[src/gif_pkg.sv]
// shared constants for the global interrupt flag block
package gif_pkg;

  // register byte offsets
  localparam logic [7:0] GIF_OFS_DEV_CFG   = 8'h00;  // device_configuration
  localparam logic [7:0] GIF_OFS_DEV_CTL   = 8'h04;  // device_control
  localparam logic [7:0] GIF_OFS_BUS_CFG   = 8'h08;  // bus_config_status
  localparam logic [7:0] GIF_OFS_DEV_STAT  = 8'h0c;  // device_status
  localparam logic [7:0] GIF_OFS_HOST_CFG  = 8'h10;  // host-only scratch config
  localparam logic [7:0] GIF_OFS_FLAGS     = 8'h14;  // global_interrupt_flags
  localparam logic [7:0] GIF_OFS_ENABLES   = 8'h18;  // global_interrupt_enables

  // flag bit positions
  localparam int GIF_B_ROLE    = 0;
  localparam int GIF_B_FAULT   = 1;
  localparam int GIF_B_OTG     = 2;
  localparam int GIF_B_SOF     = 3;
  localparam int GIF_B_RXNE    = 4;
  localparam int GIF_B_NPTXE   = 5;
  localparam int GIF_B_INNAK   = 6;
  localparam int GIF_B_OUTNAK  = 7;
  localparam int GIF_B_ESUSP   = 10;
  localparam int GIF_B_SUSP    = 11;
  localparam int GIF_B_RST     = 12;
  localparam int GIF_B_ENUM    = 13;
  localparam int GIF_B_ISODROP = 14;
  localparam int GIF_B_EOPF    = 15;
  localparam int GIF_B_INEP    = 18;

  // write-1-to-clear bits and implemented enable bits
  localparam logic [31:0] GIF_W1C_MASK = 32'h0000_fc0a;
  localparam logic [31:0] GIF_EN_MASK  = 32'h0004_fcfe;

  // field positions in control registers
  localparam int GIF_DCTL_SET_OUTNAK = 9;   // set_global_out_nak
  localparam int GIF_DCTL_CLR_OUTNAK = 10;
  localparam int GIF_DCTL_SET_INNAK  = 7;   // set_global_in_nak
  localparam int GIF_DCTL_CLR_INNAK  = 8;
  localparam int GIF_BCFG_TX_FIFO_EMPTY_THRESHOLD      = 4;   // tx_fifo_empty_threshold
  localparam int GIF_DSTAT_SPD_LSB   = 1;   // speed field [2:1]
  localparam int GIF_DSTAT_FRM_LSB   = 8;   // frame number [18:8]

  // reset values
  localparam logic [31:0] GIF_RST_ENABLES  = 32'h0000_0000;
  localparam logic [1:0]  GIF_RST_EOP_PT   = 2'h0;
  localparam logic        GIF_RST_TX_FIFO_EMPTY_THRESHOLD    = 1'b0;
  localparam logic [31:0] GIF_RST_HOST_CFG = 32'h0000_0000;

  // end-of-periodic-frame points in microseconds into the frame
  localparam logic [9:0] GIF_EOP_US_80 = 10'd800;
  localparam logic [9:0] GIF_EOP_US_85 = 10'd850;
  localparam logic [9:0] GIF_EOP_US_90 = 10'd900;
  localparam logic [9:0] GIF_EOP_US_95 = 10'd950;

  // idle time before suspend
  localparam int GIF_CLK_MHZ       = 125;
  localparam int GIF_IDLE_US       = 3000;
  localparam int GIF_IDLE_CYCLES   = GIF_IDLE_US * GIF_CLK_MHZ;

endpackage : gif_pkg

[src/gif_flags_top.sv]
// global interrupt flags (bits 0 to 18) with apb register slave
//
// How it works
// [RULE1] device role: bit 18 follows pending in endpoints
// [RULE2] device role: bit 15 at chosen frame point
// [RULE3] device role: bit 14 on dropped iso packet
// [RULE4] device role: bit 13 on enumeration, speed readable
// [RULE5] device role: bit 12 on bus reset
// [RULE6] device role: 3 ms idle sets suspend bit 11
// [RULE7] device role: 3 ms idle sets bit 10
// [RULE8] bit 7 only after out nak effective
// [RULE9] bit 6 only after in nak effective
// [RULE10] host role: bit 5 half/empty by threshold
// [RULE11] bit 4 while rx fifo not empty
// [RULE12] host role: bit 3 on sof send, w1c
// [RULE13] device role: bit 3 on sof, frame readable
// [RULE14] bit 2 follows pending otg flags
// [RULE15] wrong-role register access: bit 1, no effect
// [RULE16] bit 0 shows role, 1 host
// [RULE17] software writes reserved bits only as zero
// [RULE18] role-specific flags never raised in other role
// [RULE19] flags set regardless of enable bits
// [RULE20] w1c bits vs read-only bits as listed
// [RULE21] irq while any flag and enable both set
`timescale 1ns/10ps
module gif_flags_top
  import gif_pkg::*;
#(
  parameter int IDLE_CYCLES = GIF_IDLE_CYCLES  // shorten for simulation
) (
  input  wire logic        core_clk,
  input  wire logic        rst_b,
  input  wire logic        psel,
  input  wire logic        penable,
  input  wire logic        pwrite,
  input  wire logic [7:0]  paddr,
  input  wire logic [31:0] pwdata,
  output logic             pready,
  output logic [31:0]      prdata,
  output logic             pslverr,
  input  wire logic        host_role_pin,
  input  wire logic        line_idle_pin,
  input  wire logic        in_ep_pending,
  input  wire logic        iso_out_drop_evt,
  input  wire logic        enum_done_evt,
  input  wire logic [1:0]  enum_speed,
  input  wire logic        usb_reset_evt,
  input  wire logic        sof_rx_evt,
  input  wire logic [10:0] frame_number,
  input  wire logic        sof_tx_evt,
  input  wire logic [9:0]  frame_time_us,
  input  wire logic        rx_fifo_not_empty,
  input  wire logic        np_tx_half_empty,
  input  wire logic        np_tx_empty,
  input  wire logic        otg_flags_pending,
  input  wire logic        out_nak_effective,
  input  wire logic        in_nak_effective,
  output logic             out_nak_request,
  output logic             in_nak_request,
  output logic             core_irq
);

  //////////////////////////////////////////////////////////////////////
  // address decode helpers
  function automatic logic is_dev_reg(input logic [7:0] a);
    is_dev_reg = (a == GIF_OFS_DEV_CFG) || (a == GIF_OFS_DEV_CTL) ||
                 (a == GIF_OFS_DEV_STAT);
  endfunction : is_dev_reg

  function automatic logic is_mapped(input logic [7:0] a);
    is_mapped = is_dev_reg(a) || (a == GIF_OFS_BUS_CFG) ||
                (a == GIF_OFS_HOST_CFG) || (a == GIF_OFS_FLAGS) ||
                (a == GIF_OFS_ENABLES);
  endfunction : is_mapped

  //////////////////////////////////////////////////////////////////////
  // pin synchronisers
  logic host_role;   // synced role level
  logic line_idle;   // synced idle level
  logic idle_fire;   // idle period reached

  gif_sync #(.WIDTH(2)) u_sync (
    .core_clk (core_clk),
    .rst_b    (rst_b),
    .async_in ({host_role_pin, line_idle_pin}),
    .sync_out ({host_role, line_idle})
  );

  gif_idle_timer #(.IDLE_CYCLES(IDLE_CYCLES)) u_idle (
    .core_clk      (core_clk),
    .rst_b         (rst_b),
    .idle          (line_idle & ~host_role),
    .expired_pulse (idle_fire)
  );

  //////////////////////////////////////////////////////////////////////
  // registers
  logic [31:0] flags_reg;      // sticky w1c and level flags
  logic [31:0] flags_next;
  logic [31:0] enables_reg;    // interrupt enables
  logic [1:0]  eop_pt_reg;     // periodic_frame_end_point
  logic        tx_fifo_empty_threshold_reg;      // tx_fifo_empty_threshold
  logic [31:0] host_cfg_reg;   // host-only config word
  logic [1:0]  speed_reg;      // enumerated speed
  logic [10:0] frame_reg;      // last frame number
  logic        out_nak_reg;    // global out nak active
  logic        in_nak_reg;     // global in nak active

  //////////////////////////////////////////////////////////////////////
  // apb decode
  wire dev_role   = ~host_role;
  wire setup_ph   = psel & penable & ~pready;
  wire commit     = psel & penable & pready;
  wire mapped     = is_mapped(paddr);
  wire role_fault = (is_dev_reg(paddr) & host_role) |
                    ((paddr == GIF_OFS_HOST_CFG) & dev_role);
  wire wr_ok      = commit & pwrite & mapped & ~role_fault;
  wire wr_flags   = wr_ok & (paddr == GIF_OFS_FLAGS);
  wire wr_en      = wr_ok & (paddr == GIF_OFS_ENABLES);
  wire wr_dcfg    = wr_ok & (paddr == GIF_OFS_DEV_CFG);
  wire wr_dctl    = wr_ok & (paddr == GIF_OFS_DEV_CTL);
  wire wr_bcfg    = wr_ok & (paddr == GIF_OFS_BUS_CFG);
  wire wr_hcfg    = wr_ok & (paddr == GIF_OFS_HOST_CFG);
  wire fault_evt  = commit & mapped & role_fault;  // [RULE15]

  //////////////////////////////////////////////////////////////////////
  // event sources
  wire [9:0] eop_us = (eop_pt_reg == 2'h0) ? GIF_EOP_US_80 :
                      (eop_pt_reg == 2'h1) ? GIF_EOP_US_85 :
                      (eop_pt_reg == 2'h2) ? GIF_EOP_US_90 : GIF_EOP_US_95;
  wire eop_evt   = dev_role & (frame_time_us == eop_us);       // [RULE2]
  wire iso_evt   = dev_role & iso_out_drop_evt;                 // [RULE3]
  wire enum_evt  = dev_role & enum_done_evt;                    // [RULE4]
  wire rst_evt   = dev_role & usb_reset_evt;                    // [RULE5]
  wire susp_evt  = dev_role & idle_fire;                        // [RULE6] [RULE7]
  wire sof_evt   = host_role ? sof_tx_evt : sof_rx_evt;         // [RULE12] [RULE13]
  wire nptx_lvl  = host_role & (tx_fifo_empty_threshold_reg ? np_tx_empty : np_tx_half_empty); // [RULE10]

  // set events per bit, used by the sticky logic
  wire [31:0] set_vec = (32'(eop_evt)   << GIF_B_EOPF)  |
                        (32'(iso_evt)   << GIF_B_ISODROP) |
                        (32'(enum_evt)  << GIF_B_ENUM)  |
                        (32'(rst_evt)   << GIF_B_RST)   |
                        (32'(susp_evt)  << GIF_B_SUSP)  |
                        (32'(susp_evt)  << GIF_B_ESUSP) |
                        (32'(sof_evt)   << GIF_B_SOF)   |
                        (32'(fault_evt) << GIF_B_FAULT);

  // level flags that track their source
  wire [31:0] lvl_vec = (32'(dev_role & in_ep_pending)  << GIF_B_INEP)   |  // [RULE1] [RULE18]
                        (32'(dev_role & out_nak_effective & out_nak_reg)
                                                          << GIF_B_OUTNAK) |  // [RULE8]
                        (32'(dev_role & in_nak_effective & in_nak_reg)
                                                          << GIF_B_INNAK)  |  // [RULE9]
                        (32'(nptx_lvl)                   << GIF_B_NPTXE)  |
                        (32'(rx_fifo_not_empty)          << GIF_B_RXNE)   |  // [RULE11]
                        (32'(otg_flags_pending)          << GIF_B_OTG)    |  // [RULE14]
                        (32'(host_role)                  << GIF_B_ROLE);     // [RULE16]

  wire [31:0] clr_vec = wr_flags ? (pwdata & GIF_W1C_MASK) : 32'h0000_0000;

  // sticky bits: set wins over clear, levels replace read-only bits
  assign flags_next = (((flags_reg & ~clr_vec) | set_vec) & GIF_W1C_MASK) |
                      lvl_vec;                                   // [RULE20] [RULE19]

  //////////////////////////////////////////////////////////////////////
  // read mux
  wire [31:0] dstat_word = (32'(speed_reg) << GIF_DSTAT_SPD_LSB) |
                           (32'(frame_reg) << GIF_DSTAT_FRM_LSB);
  wire [31:0] rd_word =
    role_fault                    ? 32'h0000_0000 :
    (paddr == GIF_OFS_FLAGS)      ? flags_reg :
    (paddr == GIF_OFS_ENABLES)    ? enables_reg :
    (paddr == GIF_OFS_DEV_CFG)    ? 32'(eop_pt_reg) :
    (paddr == GIF_OFS_DEV_CTL)    ? 32'h0000_0000 :
    (paddr == GIF_OFS_BUS_CFG)    ? (32'(tx_fifo_empty_threshold_reg) << GIF_BCFG_TX_FIFO_EMPTY_THRESHOLD) :
    (paddr == GIF_OFS_DEV_STAT)   ? dstat_word :
    (paddr == GIF_OFS_HOST_CFG)   ? host_cfg_reg : 32'h0000_0000;

  //////////////////////////////////////////////////////////////////////
  // apb handshake: one wait state, data loaded with pready
  always_ff @(posedge core_clk or negedge rst_b) begin
    if (!rst_b) begin
      pready  <= 1'b0;
      prdata  <= 32'h0000_0000;
      pslverr <= 1'b0;
    end else begin
      pready  <= setup_ph;
      prdata  <= setup_ph & ~pwrite ? rd_word : 32'h0000_0000;
      pslverr <= setup_ph & ~mapped;
    end
  end

  //////////////////////////////////////////////////////////////////////
  // flag register
  always_ff @(posedge core_clk or negedge rst_b) begin
    if (!rst_b) begin
      flags_reg <= 32'h0000_0000;
    end else begin
      flags_reg <= flags_next;
    end
  end

  //////////////////////////////////////////////////////////////////////
  // software-written configuration
  always_ff @(posedge core_clk or negedge rst_b) begin
    if (!rst_b) begin
      enables_reg  <= GIF_RST_ENABLES;
      eop_pt_reg   <= GIF_RST_EOP_PT;
      tx_fifo_empty_threshold_reg    <= GIF_RST_TX_FIFO_EMPTY_THRESHOLD;
      host_cfg_reg <= GIF_RST_HOST_CFG;
    end else begin
      if (wr_en)   enables_reg  <= pwdata & GIF_EN_MASK;  // [RULE17]
      if (wr_dcfg) eop_pt_reg   <= pwdata[1:0];
      if (wr_bcfg) tx_fifo_empty_threshold_reg    <= pwdata[GIF_BCFG_TX_FIFO_EMPTY_THRESHOLD];
      if (wr_hcfg) host_cfg_reg <= pwdata;
    end
  end

  //////////////////////////////////////////////////////////////////////
  // device status capture
  always_ff @(posedge core_clk or negedge rst_b) begin
    if (!rst_b) begin
      speed_reg <= 2'h0;
      frame_reg <= 11'h000;
    end else begin
      if (enum_evt)               speed_reg <= enum_speed;    // [RULE4]
      if (dev_role & sof_rx_evt)  frame_reg <= frame_number;  // [RULE13]
    end
  end

  //////////////////////////////////////////////////////////////////////
  // global nak requests: set by write, cleared by write or role change
  always_ff @(posedge core_clk or negedge rst_b) begin
    if (!rst_b) begin
      out_nak_reg <= 1'b0;
      in_nak_reg  <= 1'b0;
    end else if (host_role) begin
      out_nak_reg <= 1'b0;
      in_nak_reg  <= 1'b0;
    end else if (wr_dctl) begin
      if (pwdata[GIF_DCTL_SET_OUTNAK])      out_nak_reg <= 1'b1;  // [RULE8]
      else if (pwdata[GIF_DCTL_CLR_OUTNAK]) out_nak_reg <= 1'b0;
      if (pwdata[GIF_DCTL_SET_INNAK])       in_nak_reg  <= 1'b1;  // [RULE9]
      else if (pwdata[GIF_DCTL_CLR_INNAK])  in_nak_reg  <= 1'b0;
    end
  end

  //////////////////////////////////////////////////////////////////////
  // outputs from flops
  always_ff @(posedge core_clk or negedge rst_b) begin
    if (!rst_b) begin
      out_nak_request <= 1'b0;
      in_nak_request  <= 1'b0;
      core_irq        <= 1'b0;
    end else begin
      out_nak_request <= out_nak_reg;
      in_nak_request  <= in_nak_reg;
      core_irq        <= |(flags_reg & enables_reg & GIF_EN_MASK);  // [RULE21]
    end
  end
endmodule : gif_flags_top

[src/gif_sync.sv]
// two-flop synchroniser for pin levels
`timescale 1ns/10ps
module gif_sync
  import gif_pkg::*;
#(
  parameter int WIDTH = 1
) (
  input  wire logic             core_clk,
  input  wire logic             rst_b,
  input  wire logic [WIDTH-1:0] async_in,
  output logic      [WIDTH-1:0] sync_out
);

  logic [WIDTH-1:0] meta_reg;  // first stage, read only by second

  //////////////////////////////////////////////////////////////////////
  // two stages, constant reset
  always_ff @(posedge core_clk or negedge rst_b) begin
    if (!rst_b) begin
      meta_reg <= '0;
      sync_out <= '0;
    end else begin
      meta_reg <= async_in;
      sync_out <= meta_reg;
    end
  end

endmodule : gif_sync

[src/gif_idle_timer.sv]
// bus idle timer, one pulse after a full idle period
`timescale 1ns/10ps
module gif_idle_timer
  import gif_pkg::*;
#(
  parameter int IDLE_CYCLES = GIF_IDLE_CYCLES
) (
  input  wire logic core_clk,
  input  wire logic rst_b,
  input  wire logic idle,
  output logic      expired_pulse
);

  localparam int CW = $clog2(IDLE_CYCLES + 1);
  localparam logic [CW-1:0] LAST = CW'(IDLE_CYCLES - 1);

  logic [CW-1:0] cnt_reg;   // idle cycles so far
  logic          done_reg;  // period reached, wait for activity

  //////////////////////////////////////////////////////////////////////
  // count idle cycles, fire once, rearm on activity
  always_ff @(posedge core_clk or negedge rst_b) begin
    if (!rst_b) begin
      cnt_reg       <= '0;
      done_reg      <= 1'b0;
      expired_pulse <= 1'b0;
    end else begin
      expired_pulse <= 1'b0;
      if (!idle) begin
        cnt_reg  <= '0;
        done_reg <= 1'b0;
      end else if (!done_reg) begin
        if (cnt_reg == LAST) begin
          done_reg      <= 1'b1;
          expired_pulse <= 1'b1;
        end else begin
          cnt_reg <= cnt_reg + 1'b1;
        end
      end
    end
  end

endmodule : gif_idle_timer

[config.mk]
export PLATFORM = sky130hd
export DESIGN_NAME = gif_flags_top
export DESIGN_NICKNAME = d
export VERILOG_FILES = /design/src/gif_pkg.sv /design/src/gif_flags_top.sv /design/src/gif_sync.sv /design/src/gif_idle_timer.sv
export SDC_FILE = /design/constraint.sdc
export NUM_CORES = 1
export LEC_CHECK = 0
export BUFFER_PORTS_ARGS = -buffer_cell sky130_fd_sc_hd__buf_2
export CORE_MARGIN = 8
export CORE_UTILIZATION = 35
export CTS_BUF_LIST = sky130_fd_sc_hd__clkbuf_8
export CTS_CLUSTER_SIZE = 28
export DETAILED_ROUTE_END_ITERATION = 16
export GPL_TIMING_DRIVEN = 0
export PLACE_DENSITY_LB_ADDON = 0.08
export SETUP_SLACK_MARGIN = 0.02
export SKIP_LAST_GASP = 1
export SYNTH_ARGS = -nofsm -noshare
export SYNTH_HDL_FRONTEND = slang
export SYNTH_SLANG_ARGS = --single-unit
[constraint.sdc]
create_clock -name core_clk -period 2.6 [get_ports core_clk]
set_clock_uncertainty 0.15 [all_clocks]
set_input_delay 0.13 -clock core_clk [delete_from_list [all_inputs] [get_ports core_clk]]
set_output_delay 0.13 -clock core_clk [all_outputs]
set_load 0.05 [all_outputs]
==> run summary, run 1 <==
top_reg_cell synth = dfrtp_1
worst-path cell chain = buf_4, nor4_1, dlygate4sd3_1, nand3_1, o2bb2ai_1, dlygate4sd3_1
Leak = 3.82 nW
gr usage total = 0.161
Internal Dissipation = 3.30 mW
CTS Sinks = 141
htree depth = 4
CTS Buf Count = 17
Worst setup EP type = register
slowest library cell on the worst path = dlygate4sd3_1
top cells by instance count after synthesis = dfrtp_1, mux2_2, nand2_1, nor2_1, inv_1
largest cells by area after synthesis = dfrtp_1, mux2_2, nand2_1
first-pass GRT wire length = 27,100 um
hold_sp = enum_done_evt
GR Util met1 = 0.194
Post-Syn Instances = 513
Yosys reg bits = 141
starting density of the core = 0.355
hold crit path type = input pin to register
DIE WIDTH = 148 um
main combinational cell family by area after synthesis = simple AND/OR/NAND/NOR gates
IO Pins = 119
post-synthesis compound-gate area fraction = 0.107
post-DR vias/cell = 4.92
worst path arrival time = 2.68 ns
area delta synth->final = 32.9%
status = finished, final reports clean
Adder-Cell Fraction of Synth Area = 0.0103
Max Freq = 0.407 GHz
number of synthesized flops with an enable pin = 0
unrepaired setup endpoints after global routing = no
Post-Synthesis Cell Area = 6080 um2
FILL cells = 1,632
worst slack at placement = -0.144 ns
top-count cell post-synth = dfrtp_1
full die area = 21,800 um2
Worst path max stage delay = 0.58 ns
DR vias = 4,722
Post-route DRC = 0
GRT Residual Overflow = 0
post-route cell area = 8080 um2
initial drt markers = 209
vias in the first global route = 5,055
final slew viol count = 0
RR Startpoint = u_sync.sync_out[1]$_DFF_PN0_
post-route ant nets = 0
GP Congestion = 0.759
Synth area leader = dfrtp_1
core area = 17,100 um2
NumNets Final = 808
Worst-Skew Late Latency = 0.44 ns
Placed Cells incl. Taps = 857
Final setup violation count = 0
Final min period = 2.45 ns
sw frac = 0.239
final std cells w/o fill = 959
Antenna diodes = 0
Min-Delay Path Depth = 3
final hold vios = 0
CTS Root Cell = clkbuf_8
Switch Pwr = 1.03 mW
IO Port Bufs = 118
hold endpoint = flags_reg[13]$_DFF_PN0_
Worst Max-Slew Pin Slew = 0.889 ns
DR WL/cell = 17.6 um
Seq pwr share = 0.522
Site Rows = 48
Seq/Total Area, Yosys = 0.581
Synth cell types = 58
post-synthesis simple-gate area fraction = 0.135
busiest grt layer = met2
GR Layer Usage met3 = 0.0566
GRT met2 Usage = 0.257
mux contribution to synthesized area = 0.121
setup ws final = 0.145 ns
Worst slew margin = 0.401
power share of the clock group = 0.398
Comb power frac = 0.080
CP Launch Type = register
Avg Cell Area, Syn = 11.8 um2
Total Wirelength = 16,900 um
DR pass1 iterations = 4
Data required, critical path = 2.83 ns
CTS Buffer Depth = 2
CTS tree = yes
synth warn = 0
VDD IR-drop max = 350 uV
pin count of the biggest net entering global routing = 95
ratio of cells with drive above 1 in the final layout = 0.317
xor and xnor area share after synthesis = 0.0173
initial antenna violation count = 1
total of max-cap violations = 0
Synthesized Nets = 600
FF-to-FF setup slack = 0.15 ns
Worst Path Max Fanout = 10
Die Ht = 148 um
cell area after placement = 6980 um2
Async SR Flop Fraction = 1.00
Top cell by count, worst path = dlygate4sd3_1
Clock transition at path regs = 0.08 ns
power density over the cells = 536 nW/um2
period utilisation layout = 0.944
final core occ = 0.472
Post-DP HPWL = 12,000 um
worst r2r path cells = 6
share of the synthesized area in the top cell type = 0.581
kind of critical path = register to register
capturing point of the worst reg2reg path = flags_reg[15]$_DFF_PN0_
==> metal layers <==
layer	wire, um	vias up	share of wire
met1	7240	2312	0.43
li1	-	2251	-
met2	8070	135	0.48
met5	12	-	0.00071
met4	332	2	0.020
met3	1200	22	0.071
==> placed cells by master, fill, tap and decap left out, types with 9 or more instances in the layout <==
cell and count:
clkbuf_1 10, a221oi_1 9, a22oi_1 12, and2_1 14, inv_1 24, clkbuf_8 19, nor2_1 28, nand3_1 10
buf_2 121, nand2_1 40, nor3_1 15, mux2_2 60, dfrtp_1 140, dlygate4sd3_1 68, o21ai_0 18, a21oi_1 13
==> how the worst max path moves through the flow <==
stage,start,endpoint,slack (ns),cells past startpoint
after floorplan,pready$_DFF_PN0_,eop_pt_reg[0]$_DFFE_PN0P_,0.29,5
after global placement,rst_b,host_cfg_reg[27]$_DFFE_PN0P_,-0.82,1
after detailed placement,u_sync.sync_out[1]$_DFF_PN0_,prdata[0]$_DFF_PN0_,-0.14,7
after CTS,u_sync.sync_out[1]$_DFF_PN0_,prdata[15]$_DFF_PN0_,0.04,7
after global routing,penable,prdata[22]$_DFF_PN0_,0.03,9
final,u_sync.sync_out[1]$_DFF_PN0_,flags_reg[15]$_DFF_PN0_,0.15,6
==> cells by family (layout without fill, tap and decap cells) <==
logic type | count (synthesis) | after routing
XOR/XNOR | 12 | 12
AO/OA/AOI/OAI | 92 | 92
AND/OR/NAND/NOR | 156 | 156
adder cells (fa/ha/maj) | 5 | 5
multiplexers | 65 | 65
flip-flops | 141 | 141
buffers and inverters | 42 | 263
==> critical path, delay by kind of cell (launching register included) <==
family / cells / cell delay, ns
simple gates: 2 / 0.33
compound gates: 1 / 0.13
buf+inv: 3 / 1.34
flops: 1 / 0.45
==> cell type report <==
type	instances	area, um2	area share
tap	225	282	0.0349
buffer	20	97.6	0.0121
clock buffer	19	262	0.0324
multi-input combinational	330	2380	0.295
clock inverter	13	125	0.0155
inverter	22	82.6	0.0102
timing repair buffer	189	1320	0.163
sequential	141	3530	0.437
==> power by group through the flow <==
stage               logic [mW]  clock network, mW  registers [mW]
global route             0.386               1.87            2.27
floorplan                0.108                  0            2.30
CTS                      0.354               1.79            2.26
global placement         0.266                  0            2.30
finish                   0.348               1.72            2.26
detailed placement       0.278                  0            2.30
==> timing repair <==
| action | CTS | global route |
|---|---|---|
| endpoints found under the hold margin | 224 | 0 |
| pin swaps | 0 | 1 |
| cloned | 0 | 0 |
| hold buffers | 68 | 0 |
| gates resized for setup | 1 | 7 |
| buffers inserted | 0 | 2 |
| setup endpoints to repair | 10 | 25 |
==> metrics by stage <==
stage / total power, mW / hold WS (ns) / TNS [ns]
5_1_grt: 4.52 / 0.00672 / 0
6_report: 4.33 / 0.0329 / 0
4_1_cts: 4.41 / 0.00141 / 0
3_5_place_dp: 2.58 / -0.0423 / -1.06
2_1_floorplan: 2.41 / -0.316 / 0
3_3_place_gp: 2.57 / 0.0883 / -115.58
Power figures use the tool's default switching activity.
==> inputs of run 2 (changes only) <==
CTS_BUF_LIST = sky130_fd_sc_hd__clkbuf_4 sky130_fd_sc_hd__clkbuf_8   (was sky130_fd_sc_hd__clkbuf_8)
SETUP_SLACK_MARGIN = 0.4   (was 0.02)
==> run summary, run 2 (synthesized netlist as in run 1, its figures left out) <==
DR vias = 4,777 (+1.2%)
CTS Root Cell = clkbuf_8
Worst setup EP type = register
core area = 17,100 um2 (unchanged)
NumNets Final = 815 (+0.87%)
status = finished, final reports clean
total of max-cap violations = 0 (unchanged)
Total Wirelength = 17,400 um (+3.3%)
period utilisation layout = 0.822 (-0.122)
post-route cell area = 8320 um2 (+3.0%)
initial antenna violation count = 2 (+1)
FILL cells = 1,615 (-1.0%)
final core occ = 0.486 (+0.0141)
Placed Cells incl. Taps = 857 (unchanged)
starting density of the core = 0.355 (unchanged)
final std cells w/o fill = 964 (+0.52%)
pin count of the biggest net entering global routing = 73 (-23%)
hold crit path type = input pin to register
worst path arrival time = 2.30 ns (-0.38 ns)
full die area = 21,800 um2 (unchanged)
unrepaired setup endpoints after global routing = yes
GP Congestion = 0.796 (+4.9%)
most frequent cells in the layout = dfrtp_1, buf_2, dlygate4sd3_1
Worst-Skew Late Latency = 0.44 ns (about the same)
Final setup violation count = 0 (unchanged)
area delta synth->final = 36.9%
TNS Setup = 0 ns (unchanged)
CTS tree = yes
cell area after placement = 6980 um2 (about the same)
CP Launch Type = register
Die Ht = 148 um (unchanged)
Site Rows = 48 (unchanged)
Clock transition at path regs = 0.08 ns (about the same)
post-DR vias/cell = 4.96 (+0.64%)
FF-to-FF setup slack = 0.46 ns (+0.32 ns)
Worst Max-Slew Pin Slew = 0.806 ns (-0.0828 ns)
power density over the cells = 570 nW/um2 (+6.3%)
DR pass1 iterations = 4 (unchanged)
Leak = 3.91 nW (+2.4%)
htree depth = 4 (unchanged)
CP Launch Point = u_sync.sync_out[1]$_DFF_PN0_
CTS Sinks = 141 (unchanged)
kind of critical path = register to register
Worst slew margin = 0.460 (+0.0585)
IO Port Bufs = 118 (unchanged)
post-route ant nets = 0 (unchanged)
sequential cell area = 3530 um2 (about the same)
commonest non-fill, non-tap cell in the layout = dfrtp_1
hold endpoint = flags_reg[15]$_DFF_PN0_
RR Startpoint = u_sync.sync_out[1]$_DFF_PN0_
hold_sp = frame_time_us[7]
Antenna diodes = 0 (unchanged)
IO Pins = 119 (unchanged)
DR WL/cell = 18.1 um (+2.8%)
capturing point of the worst reg2reg path = eop_pt_reg[1]$_DFFE_PN0P_
gr usage total = 0.165 (+0.00480)
total power draw = 4.74 mW (+9.5%)
DIE WIDTH = 148 um (unchanged)
GRT Residual Overflow = 0 (unchanged)
first-pass GRT wire length = 28,100 um (+3.6%)
worst r2r path cells = 5 (-1)
Post-DP HPWL = 12,300 um (+1.8%)
final hold vios = 0 (unchanged)
area of the multi-input gates = 2450 um2 (+3.2%)
Post-route DRC = 0 (unchanged)
Data required, critical path = 2.77 ns (-0.06 ns)
Worst Path Max Fanout = 5 (-5)
vias in the first global route = 5,110 (+1.1%)
Max Freq = 0.468 GHz (+15%)
Final min period = 2.14 ns (-0.318 ns)
final slew viol count = 0 (unchanged)
initial drt markers = 198 (-5.3%)
VDD IR-drop max = 304 uV (-13%)
Min-Delay Path Depth = 4 (+1)
CTS Buffer Depth = 2 (unchanged)
ratio of cells with drive above 1 in the final layout = 0.334 (+0.0168)
CTS Buf Count = 17 (unchanged)
-- run 2: cell types whose count changed in the layout (fill, tap and decap cells not counted), sizes merged --
cell         previous run  this run
buf                   129       131
dlygate4sd3            68        74
clkinvlp                4         1
clkinv                  3         4
clkbuf                 31        30
inv                    26        22
bufinv                  2         6
-- run 2: report_power, final --
group | internal, mW | switching, mW
logic | 0.185 | 0.185
registers | 2.23 | 0.0260
clock network | 1.28 | 0.831
-- run 2: timing repair --
action / in CTS / in global routing
setup buffers: 2 / 1
hold buffers: 72 / 2
resized for setup: 16 / 11
endpoints found under the hold margin: 158 / 2
pin swaps: 1 / 2
endpoints found under the setup margin: 60 / 61
cloned: 0 / 0
-- run 2: area by class of cell --
type | count | area share
buffer | 20 | 0.0126
clock buffer | 19 | 0.0314
clock inverter | 11 | 0.0259
inverter | 22 | 0.00993
multi-input combinational | 330 | 0.295
sequential | 141 | 0.424
tap | 225 | 0.0338
timing repair buffer | 196 | 0.167
-- run 2: worst max-delay path: stages (launching register included) --
cell and delay (ns):
dfrtp_2 0.43, nor2_1 0.09, o221a_4 0.27, or3_4 0.41
or3_4 0.37, mux2_4 0.30
-- run 2: routing by layer --
| layer | track usage | wire (um) | vias up |
|---|---|---|---|
| li1 | - | - | 2261 |
| met1 | 0.199 | 7470 | 2345 |
| met2 | 0.269 | 8320 | 141 |
| met3 | 0.0636 | 1310 | 26 |
| met4 | 0.0500 | 293 | 4 |
| met5 | 0 | 17 | - |
-- run 2: stage by stage --
stage	setup slack, ns	hold WS, ns
final	0.463	0.0323
after CTS	0.410	0.00313
after global placement	-1.04	0.0886
after floorplan	0.440	-0.316
after detailed placement	-0.210	0.0434
after global routing	0.386	0.0101
-- run 2: worst max-delay path by stage --
| stage | to | slack, ns | depth (start not counted) |
|---|---|---|---|
| after floorplan | eop_pt_reg[0]$_DFFE_PN0P_ | 0.44 | 5 |
| after global placement | pready$_DFF_PN0_ | -1.04 | 1 |
| after detailed placement | prdata[0]$_DFF_PN0_ | -0.21 | 7 |
| after CTS | eop_pt_reg[1]$_DFFE_PN0P_ | 0.41 | 5 |
| after global routing | u_idle.cnt_reg[13]$_DFFE_PN0P_ | 0.39 | 5 |
| final | eop_pt_reg[1]$_DFFE_PN0P_ | 0.46 | 5 |
==> inputs of run 3 (changes only) <==
ABC_AREA = 1   (was not set)
clock period = 2.2 ns   (was 2.6 ns; I/O delays follow)
==> run summary, run 3 <==
status = complete, but fails checks
failing checks = hold timing
Switch Pwr = 1.30 mW (+25%)
Final min period = 1.96 ns (-0.178 ns)
synth warn = 0 (unchanged)
Site Rows = 49 (+2.1%)
Total Wirelength = 21,200 um (+22%)
Yosys reg bits = 141 (unchanged)
Worst-Skew Late Latency = 0.47 ns (+0.03 ns)
DR pass1 iterations = 4 (unchanged)
initial antenna violation count = 0 (-2)
Internal Dissipation = 4.22 mW (+14%)
final slew viol count = 0 (unchanged)
DR WL/cell = 17.0 um (-5.6%)
worst-path cell chain = buf_6, clkinvlp_4, buf_8, nand2_4, o21ai_4, nor2_4, nand2_4, buf_12, buf_12, buf_16, nand2_2, o21ai_2
starting density of the core = 0.355 (about the same)
FF-to-FF setup slack = 0.24 ns (-0.22 ns)
Seq pwr share = 0.482 (+0.005)
ratio of cells with drive above 1 in the final layout = 0.382 (+0.0483)
commonest non-fill, non-tap cell in the layout = nand2_1
gr usage total = 0.187 (+0.0218)
Synthesized Nets = 824 (+37%)
Synth cell types = 38 (-34%)
post-DR vias/cell = 4.79 (-3.3%)
CTS Root Cell = clkbuf_8
most frequent cells in the layout = nand2_1, dfrtp_1, buf_2
Data required, critical path = 2.40 ns (-0.37 ns)
NumNets Final = 1,091 (+34%)
worst hold slack = -0.00416 ns (-0.0364 ns)
unrepaired setup endpoints after global routing = yes
GRT Residual Overflow = 0 (unchanged)
pin count of the biggest net entering global routing = 93 (+27%)
Antenna diodes = 0 (unchanged)
Worst Max-Slew Pin Slew = 0.903 ns (+0.0976 ns)
power density over the cells = 550 nW/um2 (-3.5%)
total of max-cap violations = 0 (unchanged)
Clock transition at path regs = 0.08 ns (about the same)
share of the synthesized area in the top cell type = 0.555 (-0.0258)
Worst path max stage delay = 0.37 ns (-0.06 ns)
vias in the first global route = 6,077 (+19%)
Worst slew margin = 0.398 (-0.0621)
CTS Sinks = 141 (unchanged)
core area = 17,900 um2 (+4.6%)
sw frac = 0.236 (+0.0162)
initial drt markers = 347 (+75%)
DR vias = 5,970 (+25%)
CTS Buffer Depth = 2 (unchanged)
Max Freq = 0.510 GHz (+9.1%)
htree depth = 4 (unchanged)
Worst setup EP type = register
Post-Synthesis Cell Area = 6360 um2 (+4.7%)
Post-Syn Instances = 737 (+44%)
Avg Cell Area, Syn = 8.63 um2 (-27%)
hold crit path type = input pin to asynchronous set/reset pin
CP Launch Type = register
Post-DP HPWL = 13,500 um (+10%)
final hold vios = 2 (+2)
period utilisation layout = 0.890 (+0.0685)
Worst Path Max Fanout = 5 (unchanged)
DIE WIDTH = 151 um (+2.1%)
Final setup violation count = 0 (unchanged)
slowest library cell on the worst path = dfrtp_1
full die area = 22,700 um2 (+4.1%)
worst slack at placement = -0.382 ns (-0.171 ns)
CTS tree = yes
largest cells by area after synthesis = dfrtp_1, nand2_1, inv_1
worst path bufs/invs = 6 (+6)
Seq/Total Area, Yosys = 0.555 (-0.0258)
top_reg_cell synth = dfrtp_1
setup ws final = 0.241 ns (-0.222 ns)
Post-route DRC = 0 (unchanged)
top-count cell post-synth = nand2_1
Comb power frac = 0.091 (+0.013)
power share of the clock group = 0.426 (-0.019)
VDD IR-drop max = 385 uV (+27%)
CTS Buf Count = 17 (unchanged)
number of synthesized flops with an enable pin = 0 (unchanged)
area delta synth->final = 58.1%
first-pass GRT wire length = 32,600 um (+16%)
critical path's top delay family = buffers and inverters
kind of critical path = register to register
Async SR Flop Fraction = 1.00 (unchanged)
worst path arrival time = 2.16 ns (-0.14 ns)
FILL cells = 1,623 (+0.50%)
IO Pins = 119 (unchanged)
IO Port Bufs = 118 (unchanged)
post-route ant nets = 0 (unchanged)
Leak = 4.80 nW (+23%)
Synth area leader = dfrtp_1
GP Congestion = 0.865 (+8.6%)
top cells by instance count after synthesis = nand2_1, dfrtp_1, inv_1, nor2_1, o21ai_0
Die Ht = 151 um (+2.1%)
-- run 3: cell count changes after synthesis, moves of 12 or more --
| cell | before | now |
|---|---|---|
| a22oi_1 | 12 | 0 |
| nand2_1 | 40 | 183 |
| and2_1 | 14 | 0 |
| inv_1 | 21 | 75 |
| nor2_1 | 29 | 71 |
| mux2_2 | 60 | 4 |
| nand3_1 | 10 | 40 |
| o21ai_0 | 18 | 46 |
| o21ai_1 | 1 | 39 |
-- run 3: worst reg2reg max path: stages (launching register included) --
cell        delay, ns
dfrtp_1          0.37
buf_6            0.14
clkinvlp_4       0.14
buf_8            0.15
nand2_4          0.06
o21ai_4          0.08
nor2_4           0.18
nand2_4          0.09
buf_12           0.14
buf_12           0.12
buf_16           0.13
nand2_2          0.06
o21ai_2          0.04
-- run 3: logic make-up (layout without fill, tap and decap cells) --
family | count (synthesis) | count (layout) | synth area share
adders and majority gates | 5 | 5 | 0.00984
xor gates and xnor gates | 12 | 12 | 0.0165
muxes | 4 | 4 | 0.00708
buffers and inverters | 107 | 387 | 0.0704
and+or+nand+nor | 339 | 339 | 0.226
AOI/OAI and AO/OA | 129 | 129 | 0.115
DFF | 141 | 141 | 0.555
-- run 3: power groups by stage --
stage / Clock, mW / Sequential [mW] / Combinational (mW)
6_report: 2.36 / 2.67 / 0.506
5_1_grt: 2.53 / 2.67 / 0.557
4_1_cts: 2.39 / 2.66 / 0.456
3_5_place_dp: 0 / 2.71 / 0.304
3_3_place_gp: 0 / 2.71 / 0.290
2_1_floorplan: 0 / 2.71 / 0.108
-- run 3: repair_timing --
| action | in CTS | in global routing |
|---|---|---|
| hold buffers | 75 | 0 |
| setup endpoints to repair | 122 | 123 |
| pin swaps | 12 | 35 |
| gates cloned | 6 | 4 |
| gates resized for setup | 119 | 175 |
| endpoints found under the hold margin | 224 | 0 |
| setup buffers | 29 | 15 |
-- run 3: routing by layer --
| metal | routed length (um) | track usage | up-vias |
|---|---|---|---|
| met4 | 278 | 0.0594 | 0 |
| met2 | 10000 | 0.290 | 142 |
| li1 | - | - | 2930 |
| met3 | 1250 | 0.0448 | 25 |
| met1 | 9690 | 0.253 | 2873 |
| met5 | 0 | 0 | - |
-- run 3: metrics by stage --
step                      utilization  cells  power (mW)  TNS [ns]  cell area, um2
after floorplan                     -    737        2.82         0            6360
after global placement          0.404   1084        3.00   -168.17            7240
after detailed placement        0.406   1085        3.01     -6.16            7270
after CTS                       0.514   1227        5.51         0            9200
after global routing            0.562   1246        5.76         0           10100
final                           0.562   1246        5.53         0           10100
-- run 3: final timing paths --
path                                               from                       endpoint  cells past startpoint
max in group asynchronous                         rst_b  u_idle.cnt_reg[9]$_DFFE_PN0P_                      3
hold reg to reg            u_sync.meta_reg[0]$_DFF_PN0_   u_sync.sync_out[0]$_DFF_PN0_                      0
setup reg to reg           u_sync.sync_out[1]$_DFF_PN0_    host_cfg_reg[1]$_DFFE_PN0P_                     12
setup / recovery           u_sync.sync_out[1]$_DFF_PN0_    host_cfg_reg[1]$_DFFE_PN0P_                     12
hold / removal                                    rst_b         flags_reg[0]$_DFF_PN0_                      2
min in group core_clk                          paddr[2]        out_nak_reg$_DFFE_PN0P_                      7
-- run 3: final cells by class --
cell class / count / area, um2 / area share
buffer: 28 / 297 / 0.0295
clock buffer: 21 / 283 / 0.0281
clock inverter: 11 / 164 / 0.0163
inverter: 79 / 310 / 0.0309
multi-input combinational: 489 / 3110 / 0.310
sequential: 141 / 3530 / 0.351
tap: 229 / 287 / 0.0285
timing repair buffer: 248 / 2070 / 0.206
